## src/rtl/oms_pkg.sv

```systemverilog
// package for the operating state and buffer gate status block
// assumes a single 100 MHz clock and a byte wide register read port
package oms_pkg;

   // ---------------------------------------------------------------
   // register map
   // ---------------------------------------------------------------
   localparam logic [7:0] OMS_STATUS_OFFSET  = 8'h14;
   localparam int         OMS_GATE_ERR_BIT   = 7;
   localparam int         OMS_GATE_CNT_LSB   = 2;
   localparam int         OMS_GATE_CNT_W     = 5;
   localparam int         OMS_STATE_LSB      = 0;
   localparam logic       OMS_GATE_ERR_RESET = 1'b0;
   localparam logic [4:0] OMS_GATE_CNT_RESET = 5'h00;
   localparam logic [1:0] OMS_BUF_MODE_OFF   = 2'h0;
   localparam int         OMS_BUF_CNT_W      = 6;

   // ---------------------------------------------------------------
   // operating states, encoded as the status field shows them
   // ---------------------------------------------------------------
   typedef enum logic [1:0] {
      OMS_STANDBY  = 2'h0,
      OMS_WAKE     = 2'h1,
      OMS_SLEEP    = 2'h2,
      OMS_EXTERNAL_TRIGGER_STATE = 2'h3
   } oms_state_type;

endpackage

```

## src/rtl/oms_gate_err.sv

```systemverilog
// buffer gate error flag and overrun period counter
// assumes strobes are one-cycle pulses synchronous to sys_clk_i
module oms_gate_err
   import oms_pkg::*;
#(
   parameter int CNT_W = OMS_GATE_CNT_W
) (
   // clock and reset
   input  wire logic             sys_clk_i,
   input  wire logic             rst_n_i,
   // events
   input  wire logic             gate_en_i,
   input  wire logic             sample_stb_i,
   input  wire logic             buf_not_empty_i,
   input  wire logic             clear_i,
   // status
   output logic                  err_o,
   output logic [CNT_W-1:0]      cnt_o
);

   logic             err_r;
   logic             err_nxt;
   logic [CNT_W-1:0] cnt_r;
   logic [CNT_W-1:0] cnt_nxt;

   // ---------------------------------------------------------------
   // next state
   // ---------------------------------------------------------------
   // a new overrun in the clear cycle wins: the set outranks the clear
   always_comb begin
      err_nxt = err_r;
      cnt_nxt = cnt_r;
      if (clear_i) begin
         err_nxt = 1'b0;
         cnt_nxt = '0;
      end
      if (sample_stb_i) begin
         if (gate_en_i && buf_not_empty_i) begin
            err_nxt = 1'b1;
         end
         // counter saturates rather than wrapping to a misleading 0
         if (err_r && !clear_i && (cnt_r != '1)) begin
            cnt_nxt = cnt_r + 1'b1;
         end
      end
   end

   // no other path drops the flag while data remains
   always_ff @(posedge sys_clk_i) begin
      if (!rst_n_i) begin
         err_r <= OMS_GATE_ERR_RESET;
         cnt_r <= CNT_W'(OMS_GATE_CNT_RESET);
      end else begin
         err_r <= err_nxt;
         cnt_r <= cnt_nxt;
      end
   end

   assign err_o = err_r;
   assign cnt_o = cnt_r;

endmodule

```

## src/rtl/oms_status.sv

```systemverilog
// operating state and buffer gate status register
// assumes the serial front end presents a byte read/write port, the
// sequencer supplies state requests, all inputs synchronous to sys_clk_i
module oms_status
   import oms_pkg::*;
(
   // clock and reset
   input  wire logic       sys_clk_i,
   input  wire logic       rst_n_i,
   // register port
   input  wire logic [7:0] reg_addr_i,
   input  wire logic       reg_rd_i,
   input  wire logic       reg_wr_i,
   output logic [7:0]      reg_rdata_o,
   // configuration from other registers
   input  wire logic       boot_strap_pin_i,
   input  wire logic       motion_detect_setting_i,
   input  wire logic       active_i,
   input  wire logic       soft_reset_i,
   input  wire logic       go_sleep_i,
   input  wire logic       go_wake_i,
   input  wire logic       second_pin_function_select_i,
   input  wire logic       ext_trigger_i,
   input  wire logic       meas_done_i,
   input  wire logic       wake_out_en_i,
   input  wire logic       wake_output_pin_choice_i,
   input  wire logic       interrupt_pin_polarity_i,
   // buffer events
   input  wire logic       gate_en_i,
   input  wire logic       sample_stb_i,
   input  wire logic [5:0] buf_cnt_i,
   input  wire logic       buf_flush_i,
   input  wire logic       buf_mode_wr_i,
   input  wire logic [1:0] buf_mode_i,
   // buffer and detector control
   output logic            buf_discard_o,
   output logic            debounce_rst_o,
   // interrupt pins, enable low while driven
   output logic            interrupt_pin_one_o,
   output logic            interrupt_pin_one_oe_n_o,
   output logic            interrupt_pin_two_o,
   output logic            interrupt_pin_two_oe_n_o
);

   // ---------------------------------------------------------------
   // state
   // ---------------------------------------------------------------
   oms_state_type state_r;
   oms_state_type state_nxt;
   logic          boot_r;
   logic          boot_nxt;
   logic [7:0]    rdata_r;
   logic [7:0]    rdata_nxt;
   logic          discard_r;
   logic          discard_nxt;
   logic          deb_r;
   logic          deb_nxt;
   logic          p1_r;
   logic          p1_nxt;
   logic          p1_oe_n_r;
   logic          p1_oe_n_nxt;
   logic          p2_r;
   logic          p2_nxt;
   logic          p2_oe_n_r;
   logic          p2_oe_n_nxt;
   logic          to_active;
   logic          buf_off;
   logic          gate_clr;
   logic          gate_err;
   logic [OMS_GATE_CNT_W-1:0] gate_cnt;

   // true in wake, sleep or trigger, false only in standby
   function automatic logic is_run(oms_state_type s);
      return s != OMS_STANDBY;
   endfunction

   // ---------------------------------------------------------------
   // operating state sequencer
   // ---------------------------------------------------------------
   // the strap is caught on the first clocked cycle after reset
   always_comb begin
      state_nxt = state_r;
      boot_nxt  = 1'b0;
      if (boot_r || soft_reset_i) begin
         if (boot_strap_pin_i && motion_detect_setting_i) begin
            state_nxt = OMS_WAKE;
         end else begin
            state_nxt = OMS_STANDBY;
         end
      end else begin
         case (state_r)
            OMS_STANDBY: begin
               if (active_i) begin
                  if (second_pin_function_select_i
                      && !boot_strap_pin_i) begin
                     state_nxt = OMS_EXTERNAL_TRIGGER_STATE;
                  end else begin
                     state_nxt = OMS_WAKE;
                  end
               end
            end
            OMS_WAKE: begin
               if (!active_i) begin
                  state_nxt = OMS_STANDBY;
               end else if (second_pin_function_select_i
                            && !boot_strap_pin_i) begin
                  if (meas_done_i) begin
                     state_nxt = OMS_EXTERNAL_TRIGGER_STATE;
                  end
               end else if (go_sleep_i) begin
                  state_nxt = OMS_SLEEP;
               end
            end
            OMS_SLEEP: begin
               if (!active_i) begin
                  state_nxt = OMS_STANDBY;
               end else if (go_wake_i) begin
                  state_nxt = OMS_WAKE;
               end
            end
            OMS_EXTERNAL_TRIGGER_STATE: begin
               if (!active_i || boot_strap_pin_i) begin
                  state_nxt = OMS_STANDBY;
               end else if (ext_trigger_i) begin
                  state_nxt = OMS_WAKE;
               end
            end
            default: state_nxt = OMS_STANDBY;
         endcase
      end
   end

   assign to_active = (state_r == OMS_STANDBY) && is_run(state_nxt);
   assign buf_off   = buf_mode_wr_i && (buf_mode_i == OMS_BUF_MODE_OFF);
   assign gate_clr  = (buf_cnt_i == '0) || buf_flush_i || buf_off
                      || to_active;

   // ---------------------------------------------------------------
   // gate error tracker
   // ---------------------------------------------------------------
   oms_gate_err #(
      .CNT_W           (OMS_GATE_CNT_W)
   ) u_gate (
      .sys_clk_i       (sys_clk_i),
      .rst_n_i         (rst_n_i),
      .gate_en_i       (gate_en_i),
      .sample_stb_i    (sample_stb_i),
      .buf_not_empty_i (buf_cnt_i != '0),
      .clear_i         (gate_clr),
      .err_o           (gate_err),
      .cnt_o           (gate_cnt)
   );

   // ---------------------------------------------------------------
   // outputs
   // ---------------------------------------------------------------
   always_comb begin
      rdata_nxt = rdata_r;
      // writes never reach the status fields; only reads load data
      if (reg_rd_i && !reg_wr_i) begin
         if (reg_addr_i == OMS_STATUS_OFFSET) begin
            rdata_nxt = {gate_err, gate_cnt, state_r};
         end else begin
            rdata_nxt = 8'h00;
         end
      end
      discard_nxt = buf_off || to_active;
      deb_nxt = is_run(state_nxt)
                && (state_nxt != state_r);
      p1_nxt      = 1'b0;
      p1_oe_n_nxt = 1'b1;
      p2_nxt      = 1'b0;
      p2_oe_n_nxt = 1'b1;
      if (wake_out_en_i && (state_nxt == OMS_WAKE)) begin
         if (wake_output_pin_choice_i) begin
            p2_nxt      = interrupt_pin_polarity_i;
            p2_oe_n_nxt = 1'b0;
         end else begin
            p1_nxt      = interrupt_pin_polarity_i;
            p1_oe_n_nxt = 1'b0;
         end
      end
   end

   always_ff @(posedge sys_clk_i) begin
      if (!rst_n_i) begin
         state_r   <= OMS_STANDBY;
         boot_r    <= 1'b1;
         rdata_r   <= 8'h00;
         discard_r <= 1'b0;
         deb_r     <= 1'b0;
         p1_r      <= 1'b0;
         p1_oe_n_r <= 1'b1;
         p2_r      <= 1'b0;
         p2_oe_n_r <= 1'b1;
      end else begin
         state_r   <= state_nxt;
         boot_r    <= boot_nxt;
         rdata_r   <= rdata_nxt;
         discard_r <= discard_nxt;
         deb_r     <= deb_nxt;
         p1_r      <= p1_nxt;
         p1_oe_n_r <= p1_oe_n_nxt;
         p2_r      <= p2_nxt;
         p2_oe_n_r <= p2_oe_n_nxt;
      end
   end

   assign reg_rdata_o              = rdata_r;
   assign buf_discard_o            = discard_r;
   assign debounce_rst_o           = deb_r;
   assign interrupt_pin_one_o      = p1_r;
   assign interrupt_pin_one_oe_n_o = p1_oe_n_r;
   assign interrupt_pin_two_o      = p2_r;
   assign interrupt_pin_two_oe_n_o = p2_oe_n_r;
endmodule

```

## config.mk

```make
export PLATFORM = sky130hd
export DESIGN_NAME = oms_status
export DESIGN_NICKNAME = d
export VERILOG_FILES = /design/src/rtl/oms_pkg.sv /design/src/rtl/oms_gate_err.sv /design/src/rtl/oms_status.sv
export SDC_FILE = /design/constraint.sdc
export NUM_CORES = 1
export LEC_CHECK = 0
export BUFFER_PORTS_ARGS = -buffer_cell sky130_fd_sc_hd__buf_2
export CAP_MARGIN = 20
export CELL_PAD_IN_SITES_DETAIL_PLACEMENT = 0
export CELL_PAD_IN_SITES_GLOBAL_PLACEMENT = 1
export CORE_MARGIN = 10
export CORE_UTILIZATION = 30
export DETAILED_ROUTE_END_ITERATION = 8
export GPL_TIMING_DRIVEN = 0
export PLACE_DENSITY = 0.85
export SLEW_MARGIN = 15
export SYNTH_ARGS = -nofsm -noshare
export SYNTH_HDL_FRONTEND = slang
export SYNTH_SLANG_ARGS = --single-unit
export TNS_END_PERCENT = 100
```

## constraint.sdc

```tcl
create_clock -name sys_clk_i -period 4.4 [get_ports sys_clk_i]
set_input_delay 0.22 -clock sys_clk_i [delete_from_list [all_inputs] [get_ports sys_clk_i]]
set_output_delay 0.22 -clock sys_clk_i [all_outputs]
set_load 0.05 [all_outputs]
```

==> qor.json, run 1 <==
{
  "layout": {
    "area.growth.synth_to_final_pct": 31.7,
    "num_antenna_cells": 0,
    "final_layout_size_suffix_gt1_share_pct": 40.7,
    "finalNetCount": 201
  },
  "worst_hold_path": {
    "min_path_type": "input port to register"
  },
  "clocking": {
    "cts_root_buffer": "sky130_fd_sc_hd__clkbuf_4",
    "numClockSinks": 23,
    "cts-resized-gates": 0,
    "cts.path.max_buffers": 2,
    "cts.htree.levels": 1,
    "clk_latency_ns": 0.31,
    "cts-buffers-inserted": 3,
    "path_clk_slew_ns": 0.12,
    "cts.hold.buffers_added": 0,
    "postCtsSetupBuffers": 0,
    "tritoncts": "done"
  },
  "placed_design": {
    "place.port_buffers": 49,
    "dp.final_hpwl_mm": 2.31,
    "place_congestion": 0.781,
    "post-place-ws_ns": 2.55
  },
  "setup_path": {
    "crit_slowest_cell": "sky130_fd_sc_hd__dfxtp_1",
    "cpLargestDelayFamily": "simple AND/OR/NAND/NOR gates",
    "critical_path.most_common_cell": "sky130_fd_sc_hd__ha_1",
    "setup.worst_path.class": "register to register",
    "cp_cell_sequence": "ha_1 > and3_1 > ha_1 > and3b_1 > clkbuf_1 > nand4_1 > xor2_1 > nor2_1",
    "path_buf_inv": 1,
    "cp-end-kind": "register",
    "data_arrival_critical_path_ns": 2.08,
    "crit_path_max_fanout": 5,
    "kind_of_start_point_of_the_critical_path": "register",
    "worstPathRequired_ns": 4.62,
    "timing.critical_path.slowest_cell_delay_ns": 0.37,
    "reg2reg_slack_ns": 2.54
  },
  "global_route": {
    "grt.total_usage_pct": 8.28,
    "grtUsageMet3_pct": 2.82,
    "number_of_global_route_vias_before_repair": 1011,
    "antenna_found_initial": 0,
    "grt_pass1_wl_mm": 4.28,
    "grt_remaining_overflow": 0,
    "largest_net_degree_at_the_start_of_global_routing": 14,
    "globalRoute.busiestLayer": "met2",
    "global_routing_met2_resource_utilization_pct": 16.2,
    "met1_usage_pct": 7.27
  },
  "timing": {
    "timing_max_transition_violations_final": 0,
    "worst_max_slew_margin_expressed_relative_to_the_limit_pct": 72.7,
    "finalSetupTns_ns": 0,
    "finalCritPeriodShare_pct": 42.4,
    "post-route-min-period_ns": 1.86,
    "timing.fmax_mhz": 536,
    "fin_hold_ws_ns": 0.0892,
    "max_slew.worst_pin.slew_ns": 0.409,
    "min_setup_slack_post_route_ns": 2.54,
    "grt_setup_unrepaired": "false",
    "finalHoldViolCount": 0,
    "timing.final.setup_violations": 0,
    "finalClockSkew_ns": 0.00670
  },
  "floorplan": {
    "dieHeight_um": 78.9,
    "core_area_mm2": 0.00334,
    "die_w_um": 78.9,
    "floorplan.initialDensity_pct": 31.2,
    "fp.dieArea_mm2": 0.00623,
    "top_level_ports": 50,
    "row_count": 21
  },
  "synthesis": {
    "syn_avg_cell_area_um2": 9.56,
    "syn_area_mm2": 0.00104,
    "postSynth.topFlopCell": "sky130_fd_sc_hd__dfxtp_1",
    "synthDominantAreaCellType": "sky130_fd_sc_hd__dfxtp_1",
    "synth_async_sr_flop_share_pct": 0,
    "yosys.cell_count.top_type": "sky130_fd_sc_hd__dfxtp_1",
    "synth.area.top_cells": "sky130_fd_sc_hd__dfxtp_1 (44%), sky130_fd_sc_hd__nor2_1 (6.5%), sky130_fd_sc_hd__a22oi_1 (5.8%)",
    "ys_types": 38,
    "commonest_cells_post_synth": "sky130_fd_sc_hd__dfxtp_1 (23), sky130_fd_sc_hd__nor2_1 (18), sky130_fd_sc_hd__nand2_1 (13)",
    "synth_seq_cells": 23,
    "synth-seq-area-share_pct": 44.2,
    "yosys_top_cell_area_share_pct": 44.2,
    "mappedNetlistNets": 147,
    "cell_count_after_synthesis": 109,
    "total_of_warnings_raised_by_yosys": 0,
    "synth_enable_flop_cells": 0
  },
  "route": {
    "routed-via-count": 965,
    "route.detailed.wl_per_inst_um": 12.9,
    "detail_route.wirelength_mm": 2.69,
    "detail_route.vias_per_cell": 4.64,
    "dr.first_iter.drc_count": 40,
    "detail_route.drc_violations": 0,
    "ant_nets": 0,
    "drt_first_pass_iters": 4
  },
  "pwr": {
    "peakVddDrop_mv": 0.0784,
    "pwr_density_cell_mw_per_mm2": 262,
    "p_leak_uw": 0.000628
  },
  "flow_run": {
    "timing.max_cap.violations": 0
  },
  "status": {
    "status": "finished, final reports clean"
  }
}
-- per-layer routing --
metal  wire length (µm)  share of wire (%)
met4                 65                2.4
met3                213                7.9
met2               1450                 54
met1                966                 36
met5                  0                  0
-- power by group --
group | internal, µW | switching [µW]
Sequential | 212 | 1.76
Clock | 33.9 | 60.3
Combinational | 24.1 | 27.1
-- flip-flops by register name, indices dropped and copies added, names as in the netlist --
register	count
debounce_rst_o	1
u_gate.err_o	1
reg_rdata_o	8
interrupt_pin_two_o	1
interrupt_pin_two_oe_n_o	1
interrupt_pin_one_oe_n_o	1
state_r	2
boot_r	1
buf_discard_o	1
u_gate.cnt_o	5
interrupt_pin_one_o	1
-- area by class of cell --
type                       instances  area [µm²]
inverter                           1        3.75
clock buffer                       3        22.5
timing repair buffer              49         245
buffer                             6        36.3
tap                               46        57.6
clock inverter                     1        5.00
fill                             352        1960
multi-input combinational         79         542
sequential                        23         460
-- cells in the final DEF, fill, tap and decap left out, types with 2 or more instances in the layout --
master                     instances
sky130_fd_sc_hd__o21ai_0           3
sky130_fd_sc_hd__nand2_1          13
sky130_fd_sc_hd__nand4_1           2
sky130_fd_sc_hd__clkbuf_4          3
sky130_fd_sc_hd__buf_2            51
sky130_fd_sc_hd__nor2_1           18
sky130_fd_sc_hd__a22oi_1           8
sky130_fd_sc_hd__clkbuf_1          2
sky130_fd_sc_hd__dfxtp_1          23
sky130_fd_sc_hd__ha_1              2
sky130_fd_sc_hd__mux2i_1           2
sky130_fd_sc_hd__xor2_1            2
sky130_fd_sc_hd__nand2b_1          3
sky130_fd_sc_hd__and3b_1           2
sky130_fd_sc_hd__a21oi_1           2
sky130_fd_sc_hd__and3_1            2
-- worst paths after layout --
| path | cells after the start | endpoint | startpoint |
|---|---|---|---|
| min reg2reg | 2 | u_gate.err_o | u_gate.err_o |
| min | 2 | interrupt_pin_two_oe_n_o | wake_output_pin_choice_i |
| max | 8 | u_gate.cnt_o[3] | u_gate.cnt_o[0] |
| max reg2reg | 8 | u_gate.cnt_o[3] | u_gate.cnt_o[0] |
-- stage by stage --
stage               instances  utilization, %  power, µW  instance area (µm²)
finish                    208            41.1        359                 1370
detailed placement        204            40.3        270                 1350
CTS                       208            41.1        365                 1370
global route              208            41.1        381                 1370
floorplan                 109               -        247                 1040
global placement          204            40.3        269                 1350
-- cell families after synthesis --
family / Yosys count / share of synthesized area, %
AOI/OAI and AO/OA: 20 / 17.4
xor gates and xnor gates: 3 / 2.52
adders and majority gates: 2 / 2.40
buffers and inverters: 7 / 3.84
DFF: 23 / 44.2
muxes: 2 / 1.92
and+or+nand+nor: 52 / 27.7
-- worst register-to-register path: cells and delay by family, from the launching register on --
kind                       cells  cell delay (ns)
DFF                            1             0.37
xor gates and xnor gates       1             0.17
and+or+nand+nor                4             0.59
adders and majority gates      2             0.39
buffers and inverters          1             0.25
(Power assumes the default switching activity.)
==> run 2: changes to the inputs <==
clock period = 1.94 ns   (was 4.4 ns; I/O delays follow)
==> qor.json, run 2 (synthesis gave the netlist of run 1 again) <==
{
  "timing": {
    "grt_setup_unrepaired": "false",
    "finalHoldViolCount": {"value": 0, "change": "unchanged"},
    "min_setup_slack_post_route": {"value": 0.185, "unit": "ns", "change": "-2.35 ns"},
    "timing.final.setup_violations": {"value": 0, "change": "unchanged"},
    "timing.fmax": {"value": 570, "unit": "MHz", "change": "+6.2%"},
    "max_slew.worst_pin.slew": {"value": 0.409, "unit": "ns", "change": "+0.0000576 ns"},
    "fin_hold_ws": {"value": 0.0335, "unit": "ns", "change": "-0.0557 ns"},
    "worst_max_slew_margin_expressed_relative_to_the_limit": {"value": 72.7, "unit": "%", "change": "about the same"},
    "timing_max_transition_violations_final": {"value": 0, "change": "unchanged"},
    "finalClockSkew": {"value": 0.00670, "unit": "ns", "change": "-0.00000899 ns"},
    "finalCritPeriodShare": {"value": 90.5, "unit": "%", "change": "+48 points"},
    "finalSetupTns": {"value": 0, "unit": "ns", "change": "unchanged"},
    "post-route-min-period": {"value": 1.75, "unit": "ns", "change": "-0.110 ns"}
  },
  "clocking": {
    "cts-buffers-inserted": {"value": 3, "change": "unchanged"},
    "cts.path.max_buffers": {"value": 2, "change": "unchanged"},
    "postCtsSetupBuffers": {"value": 0, "change": "unchanged"},
    "clk_latency": {"value": 0.31, "unit": "ns", "change": "about the same"},
    "numClockSinks": {"value": 23, "change": "unchanged"},
    "cts.htree.levels": {"value": 1, "change": "unchanged"},
    "cts_root_buffer": "sky130_fd_sc_hd__clkbuf_4",
    "tritoncts": "done",
    "path_clk_slew": {"value": 0.12, "unit": "ns", "change": "about the same"}
  },
  "layout": {
    "number_of_flip_flops_in_the_largest_register": {"value": 8, "change": "unchanged"},
    "final_layout_size_suffix_gt1_share": {"value": 40.7, "unit": "%", "change": "unchanged"},
    "num_antenna_cells": {"value": 0, "change": "unchanged"},
    "layout_common_cells": "sky130_fd_sc_hd__buf_2 (51), sky130_fd_sc_hd__dfxtp_1 (23), sky130_fd_sc_hd__nor2_1 (18)",
    "finalNetCount": {"value": 201, "change": "unchanged"},
    "fill_cells": {"value": 353, "change": "+0.28%"},
    "final_instance_area": {"value": 0.00138, "unit": "mm²", "change": "+0.46%"},
    "mostFrequentLayoutCell": "sky130_fd_sc_hd__buf_2",
    "layoutNonFillerInstCount": {"value": 208, "change": "unchanged"},
    "area.growth.synth_to_final_pct": 32.3
  },
  "global_route": {
    "grt_pass1_wl": {"value": 4.28, "unit": "mm", "change": "unchanged"},
    "antenna_found_initial": {"value": 0, "change": "unchanged"},
    "grt_remaining_overflow": {"value": 0, "change": "unchanged"},
    "grt.total_usage": {"value": 8.28, "unit": "%", "change": "unchanged"},
    "number_of_global_route_vias_before_repair": {"value": 1011, "change": "unchanged"},
    "largest_net_degree_at_the_start_of_global_routing": {"value": 14, "change": "unchanged"}
  },
  "setup_path": {
    "reg2reg_slack": {"value": 0.19, "unit": "ns", "change": "-2.35 ns"},
    "setup.worst_path.end": "u_gate.cnt_o[3]",
    "r2r-start": "u_gate.cnt_o[0]",
    "kind_of_start_point_of_the_critical_path": "register",
    "cp-end-kind": "register",
    "critPathLaunch": "u_gate.cnt_o[0]",
    "number_of_cell_instances_on_the_worst_register_to_register_path": {"value": 7, "change": "-1"},
    "rr_endpoint": "u_gate.cnt_o[3]",
    "crit_path_max_fanout": {"value": 5, "change": "unchanged"},
    "worstPathRequired": {"value": 2.16, "unit": "ns", "change": "-2.46 ns"},
    "data_arrival_critical_path": {"value": 1.97, "unit": "ns", "change": "-0.11 ns"},
    "setup.worst_path.class": "register to register"
  },
  "route": {
    "detail_route.drc_violations": {"value": 0, "change": "unchanged"},
    "dr.first_iter.drc_count": {"value": 43, "change": "+7.5%"},
    "route.detailed.wl_per_inst": {"value": 12.9, "unit": "µm", "change": "about the same"},
    "detail_route.vias_per_cell": {"value": 4.64, "change": "unchanged"},
    "detail_route.wirelength": {"value": 2.69, "unit": "mm", "change": "about the same"},
    "drt_first_pass_iters": {"value": 4, "change": "unchanged"},
    "routed-via-count": {"value": 965, "change": "unchanged"},
    "ant_nets": {"value": 0, "change": "unchanged"}
  },
  "placed_design": {
    "placement.cell_area": {"value": 0.00135, "unit": "mm²", "change": "unchanged"},
    "dp.final_hpwl": {"value": 2.31, "unit": "mm", "change": "unchanged"},
    "place.port_buffers": {"value": 49, "change": "unchanged"},
    "post-place-cells": {"value": 204, "change": "unchanged"},
    "place_congestion": {"value": 0.781, "change": "unchanged"},
    "post-place-ws": {"value": 0.0855, "unit": "ns", "change": "-2.46 ns"}
  },
  "flow_run": {
    "timing.max_cap.violations": {"value": 0, "change": "unchanged"}
  },
  "worst_hold_path": {
    "min_path_type": "input port to register",
    "hp-start": "interrupt_pin_polarity_i"
  },
  "status": {
    "status": "finished, final reports clean"
  },
  "floorplan": {
    "dieHeight": {"value": 78.9, "unit": "µm", "change": "unchanged"},
    "floorplan.initialDensity": {"value": 31.2, "unit": "%", "change": "unchanged"},
    "top_level_ports": {"value": 50, "change": "unchanged"},
    "fp.dieArea": {"value": 0.00623, "unit": "mm²", "change": "unchanged"},
    "row_count": {"value": 21, "change": "unchanged"},
    "die_w": {"value": 78.9, "unit": "µm", "change": "unchanged"},
    "core_area": {"value": 0.00334, "unit": "mm²", "change": "unchanged"}
  },
  "pwr": {
    "p_leak": {"value": 0.000631, "unit": "µW", "change": "+0.48%"},
    "peakVddDrop": {"value": 0.178, "unit": "mV", "change": "+130%"},
    "pwr_density_cell": {"value": 592, "unit": "mW/mm²", "change": "+130%"}
  }
}
run 2: layout make-up:
| class | instances | area [µm²] | area share [%] |
|---|---|---|---|
| Sequential cell | 23 | 460 | 33.4 |
| Multi-Input combinational cell | 79 | 542 | 39.3 |
| Clock inverter | 1 | 5.00 | 0.363 |
| Buffer | 5 | 32.5 | 2.36 |
| Tap cell | 46 | 57.6 | 4.17 |
| Clock buffer | 3 | 22.5 | 1.63 |
| Inverter | 1 | 3.75 | 0.272 |
| Timing Repair Buffer | 50 | 255 | 18.5 |
run 2: critical path, stage by stage (launching register included):
cell and delay (ns):
sky130_fd_sc_hd__dfxtp_1 0.37, sky130_fd_sc_hd__ha_1 0.22, sky130_fd_sc_hd__and3_1 0.18, sky130_fd_sc_hd__ha_1 0.17, sky130_fd_sc_hd__and3b_1 0.34, sky130_fd_sc_hd__nand4_1 0.15, sky130_fd_sc_hd__xor2_1 0.17, sky130_fd_sc_hd__nor2_1 0.06
run 2: stage by stage:
step           total power [µW]  util, %
2_1_floorplan               560        -
4_1_cts                     829     41.4
5_1_grt                     865     41.3
3_5_place_dp                613     40.3
3_3_place_gp                610     40.3
6_report                    816     41.3
run 2: per-layer routing:
| layer | share of wire (%) | vias up | track usage [%] |
|---|---|---|---|
| li1 | - | 488 | - |
| met1 | 36 | 441 | 7.27 |
| met5 | 0 | - | 0 |
| met4 | 2.4 | 0 | 4.30 |
| met2 | 54 | 30 | 16.2 |
| met3 | 7.8 | 6 | 2.82 |
run 2: how the worst min path moves through the flow:
| stage | slack, ns | endpoint | depth (start not counted) |
|---|---|---|---|
| floorplan | 0.16 | interrupt_pin_two_oe_n_o | 1 |
| global placement | 0.29 | interrupt_pin_two_oe_n_o | 2 |
| detailed placement | 0.30 | interrupt_pin_two_oe_n_o | 2 |
| CTS | 0.03 | u_gate.err_o | 3 |
| global route | 0.01 | interrupt_pin_two_o | 2 |
| finish | 0.03 | interrupt_pin_two_o | 2 |
run 2: repair_timing:
action | in CTS | in global routing
endpoints found under the hold margin | 2 | 0
resized for setup | 0 | 0
endpoints found under the setup margin | 0 | 2
hold buffers | 1 | 0
run 2: power breakdown:
group | internal, µW | switching, µW
registers | 481 | 3.98
logic | 55.8 | 61.5
clock network | 76.9 | 137
==> run 3: changes to the inputs <==
PLACE_DENSITY = unset   (was 0.85)
PLACE_DENSITY_LB_ADDON = 0.15   (was unset)
RECOVER_POWER = 50   (was unset)
==> qor.json, run 3 (synthesis gave the netlist of run 1 again) <==
{
  "layout": {
    "final_layout_size_suffix_gt1_share": {"value": 32.7, "unit": "%", "change": "-8.0 points"},
    "area.growth.synth_to_final_pct": 30.7,
    "number_of_flip_flops_in_the_largest_register": {"value": 8, "change": "unchanged"},
    "mostFrequentLayoutCell": "sky130_fd_sc_hd__buf_2",
    "layout_common_cells": "sky130_fd_sc_hd__buf_2 (38), sky130_fd_sc_hd__dfxtp_1 (23), sky130_fd_sc_hd__nor2_1 (18)",
    "finalNetCount": {"value": 201, "change": "unchanged"},
    "num_antenna_cells": {"value": 0, "change": "unchanged"}
  },
  "setup_path": {
    "crit_path_max_fanout": {"value": 5, "change": "unchanged"},
    "timing.critical_path.slowest_cell_delay": {"value": 0.36, "unit": "ns", "change": "about the same"},
    "setup.worst_path.class": "register to register",
    "kind_of_start_point_of_the_critical_path": "register",
    "data_arrival_critical_path": {"value": 1.97, "unit": "ns", "change": "about the same"},
    "crit_slowest_cell": "sky130_fd_sc_hd__dfxtp_1",
    "critical_path.most_common_cell": "sky130_fd_sc_hd__ha_1",
    "cp_cell_sequence": "ha_1 > and3_1 > ha_1 > and3b_1 > nand4_1 > xor2_1 > nor2_1",
    "cp-end-kind": "register",
    "worstPathRequired": {"value": 2.20, "unit": "ns", "change": "+0.04 ns"}
  },
  "floorplan": {
    "floorplan.initialDensity": {"value": 31.2, "unit": "%", "change": "unchanged"},
    "row_count": {"value": 21, "change": "unchanged"},
    "core_area": {"value": 0.00334, "unit": "mm²", "change": "unchanged"},
    "die_w": {"value": 78.9, "unit": "µm", "change": "unchanged"},
    "fp.dieArea": {"value": 0.00623, "unit": "mm²", "change": "unchanged"},
    "dieHeight": {"value": 78.9, "unit": "µm", "change": "unchanged"},
    "top_level_ports": {"value": 50, "change": "unchanged"}
  },
  "route": {
    "dr.first_iter.drc_count": {"value": 52, "change": "+21%"},
    "detail_route.vias_per_cell": {"value": 4.53, "change": "-2.3%"},
    "ant_nets": {"value": 0, "change": "unchanged"},
    "route.detailed.wl_per_inst": {"value": 12.8, "unit": "µm", "change": "-1.4%"},
    "detail_route.wirelength": {"value": 2.65, "unit": "mm", "change": "-1.4%"},
    "routed-via-count": {"value": 943, "change": "-2.3%"},
    "detail_route.drc_violations": {"value": 0, "change": "unchanged"},
    "drt_first_pass_iters": {"value": 4, "change": "unchanged"}
  },
  "global_route": {
    "grtUsageMet3": {"value": 3.94, "unit": "%", "change": "+1.1 points"},
    "largest_net_degree_at_the_start_of_global_routing": {"value": 14, "change": "unchanged"},
    "global_routing_met2_resource_utilization": {"value": 13.8, "unit": "%", "change": "-2.4 points"},
    "met1_usage": {"value": 10.9, "unit": "%", "change": "+3.6 points"},
    "number_of_global_route_vias_before_repair": {"value": 1090, "change": "+7.8%"},
    "grt_remaining_overflow": {"value": 0, "change": "unchanged"},
    "grt.total_usage": {"value": 9.07, "unit": "%", "change": "+0.79 points"},
    "grt_pass1_wl": {"value": 4.80, "unit": "mm", "change": "+12%"},
    "globalRoute.busiestLayer": "met2",
    "antenna_found_initial": {"value": 0, "change": "unchanged"}
  },
  "timing": {
    "fin_hold_ws": {"value": 0.0218, "unit": "ns", "change": "-0.0117 ns"},
    "post-route-min-period": {"value": 1.71, "unit": "ns", "change": "-0.0481 ns"},
    "timing.final.setup_violations": {"value": 0, "change": "unchanged"},
    "finalClockSkew": {"value": 0.0189, "unit": "ns", "change": "+0.0122 ns"},
    "finalCritPeriodShare": {"value": 88.0, "unit": "%", "change": "-2.5 points"},
    "grt_setup_unrepaired": "false",
    "max_slew.worst_pin.slew": {"value": 0.624, "unit": "ns", "change": "+0.215 ns"},
    "timing.fmax": {"value": 586, "unit": "MHz", "change": "+2.8%"},
    "worst_max_slew_margin_expressed_relative_to_the_limit": {"value": 58.5, "unit": "%", "change": "-14 points"},
    "finalHoldViolCount": {"value": 0, "change": "unchanged"},
    "finalSetupTns": {"value": 0, "unit": "ns", "change": "unchanged"},
    "timing_max_transition_violations_final": {"value": 0, "change": "unchanged"}
  },
  "pwr": {
    "power_switching_share": {"value": 25.5, "unit": "%", "change": "+0.72 points"},
    "power.share.clock": {"value": 26.9, "unit": "%", "change": "+0.7 points"},
    "power.net_switching": {"value": 210, "unit": "µW", "change": "+3.6%"},
    "cellInternalPower": {"value": 611, "unit": "µW", "change": "-0.30%"},
    "p_leak": {"value": 0.000586, "unit": "µW", "change": "-7.2%"},
    "p_seq_share": {"value": 59.0, "unit": "%", "change": "-0.4 points"},
    "power_frac_comb": {"value": 14.1, "unit": "%", "change": "-0.3 points"},
    "pwr_density_cell": {"value": 603, "unit": "mW/mm²", "change": "+1.9%"},
    "peakVddDrop": {"value": 0.176, "unit": "mV", "change": "-0.78%"}
  },
  "clocking": {
    "clk_latency": {"value": 0.31, "unit": "ns", "change": "about the same"},
    "cts-buffers-inserted": {"value": 3, "change": "unchanged"},
    "path_clk_slew": {"value": 0.14, "unit": "ns", "change": "+0.02 ns"},
    "numClockSinks": {"value": 23, "change": "unchanged"},
    "cts.path.max_buffers": {"value": 2, "change": "unchanged"},
    "postCtsSetupBuffers": {"value": 0, "change": "unchanged"},
    "cts.htree.levels": {"value": 1, "change": "unchanged"},
    "cts_root_buffer": "sky130_fd_sc_hd__clkbuf_4",
    "cts-resized-gates": {"value": 0, "change": "unchanged"},
    "tritoncts": "done"
  },
  "placed_design": {
    "dp.final_hpwl": {"value": 2.19, "unit": "mm", "change": "-5.4%"},
    "place_congestion": {"value": 0.740, "change": "-5.2%"},
    "place.port_buffers": {"value": 49, "change": "unchanged"}
  },
  "flow_run": {
    "timing.max_cap.violations": {"value": 0, "change": "unchanged"}
  },
  "worst_hold_path": {
    "min_path_type": "input port to register"
  },
  "status": {
    "status": "finished, final reports clean"
  }
}
[run 3: cell types whose count changed in the layout (fill, tap and decap cells not counted)]
cell / change
sky130_fd_sc_hd__buf_2: -13
sky130_fd_sc_hd__clkbuf_1: +13
[run 3: path summary, 6_finish.rpt]
kind                   start  slack, ns              end  cells after the start
max          u_gate.cnt_o[1]       0.23  u_gate.cnt_o[3]                      7
min                gate_en_i       0.02     u_gate.err_o                      3
max reg2reg  u_gate.cnt_o[1]       0.23  u_gate.cnt_o[3]                      7
min reg2reg     u_gate.err_o       0.51     u_gate.err_o                      2
[run 3: final cells by class]
cell class / count / area [µm²]
Buffer: 5 / 30.0
Multi-Input combinational cell: 79 / 542
Clock inverter: 1 / 5.00
Fill cell: 375 / 1970
Sequential cell: 23 / 460
Inverter: 1 / 3.75
Timing Repair Buffer: 50 / 241
Tap cell: 46 / 57.6
Clock buffer: 3 / 22.5
[run 3: worst max-delay path: cells and delay by family, from the launching register on]
family / cells / cell delay, ns
fa+ha+maj: 2 / 0.37
flops: 1 / 0.36
simple gates: 4 / 0.76
xor+xnor: 1 / 0.16
[run 3: metal layers]
metal,part of all wire (%),wire length (µm)
met5,0,0
met2,40,1060
met3,11,290
met1,48,1270
met4,1.5,40
[run 3: power by group through the flow]
stage / Combinational [µW] / Clock [µW] / Sequential, µW
floorplan: 50.0 / 0 / 510
global placement: 117 / 0 / 495
detailed placement: 118 / 0 / 495
CTS: 120 / 226 / 485
global route: 131 / 245 / 486
finish: 116 / 220 / 485
[run 3: what timing repair did]
action | in CTS | in global routing
hold buffers | 1 | 0
setup endpoints to repair | 0 | 2
hold endpoints to repair | 1 | 0
[run 3: metrics by stage]
stage	total power, µW	utilization [%]	setup WS (ns)	std cells	cell area, µm²
2_1_floorplan	560	-	0.263	109	1040
3_3_place_gp	612	40.3	0.139	204	1350
3_5_place_dp	613	40.3	0.118	204	1350
4_1_cts	831	41.4	0.115	209	1380
5_1_grt	862	40.8	0.0962	208	1360
6_report	821	40.8	0.233	208	1360
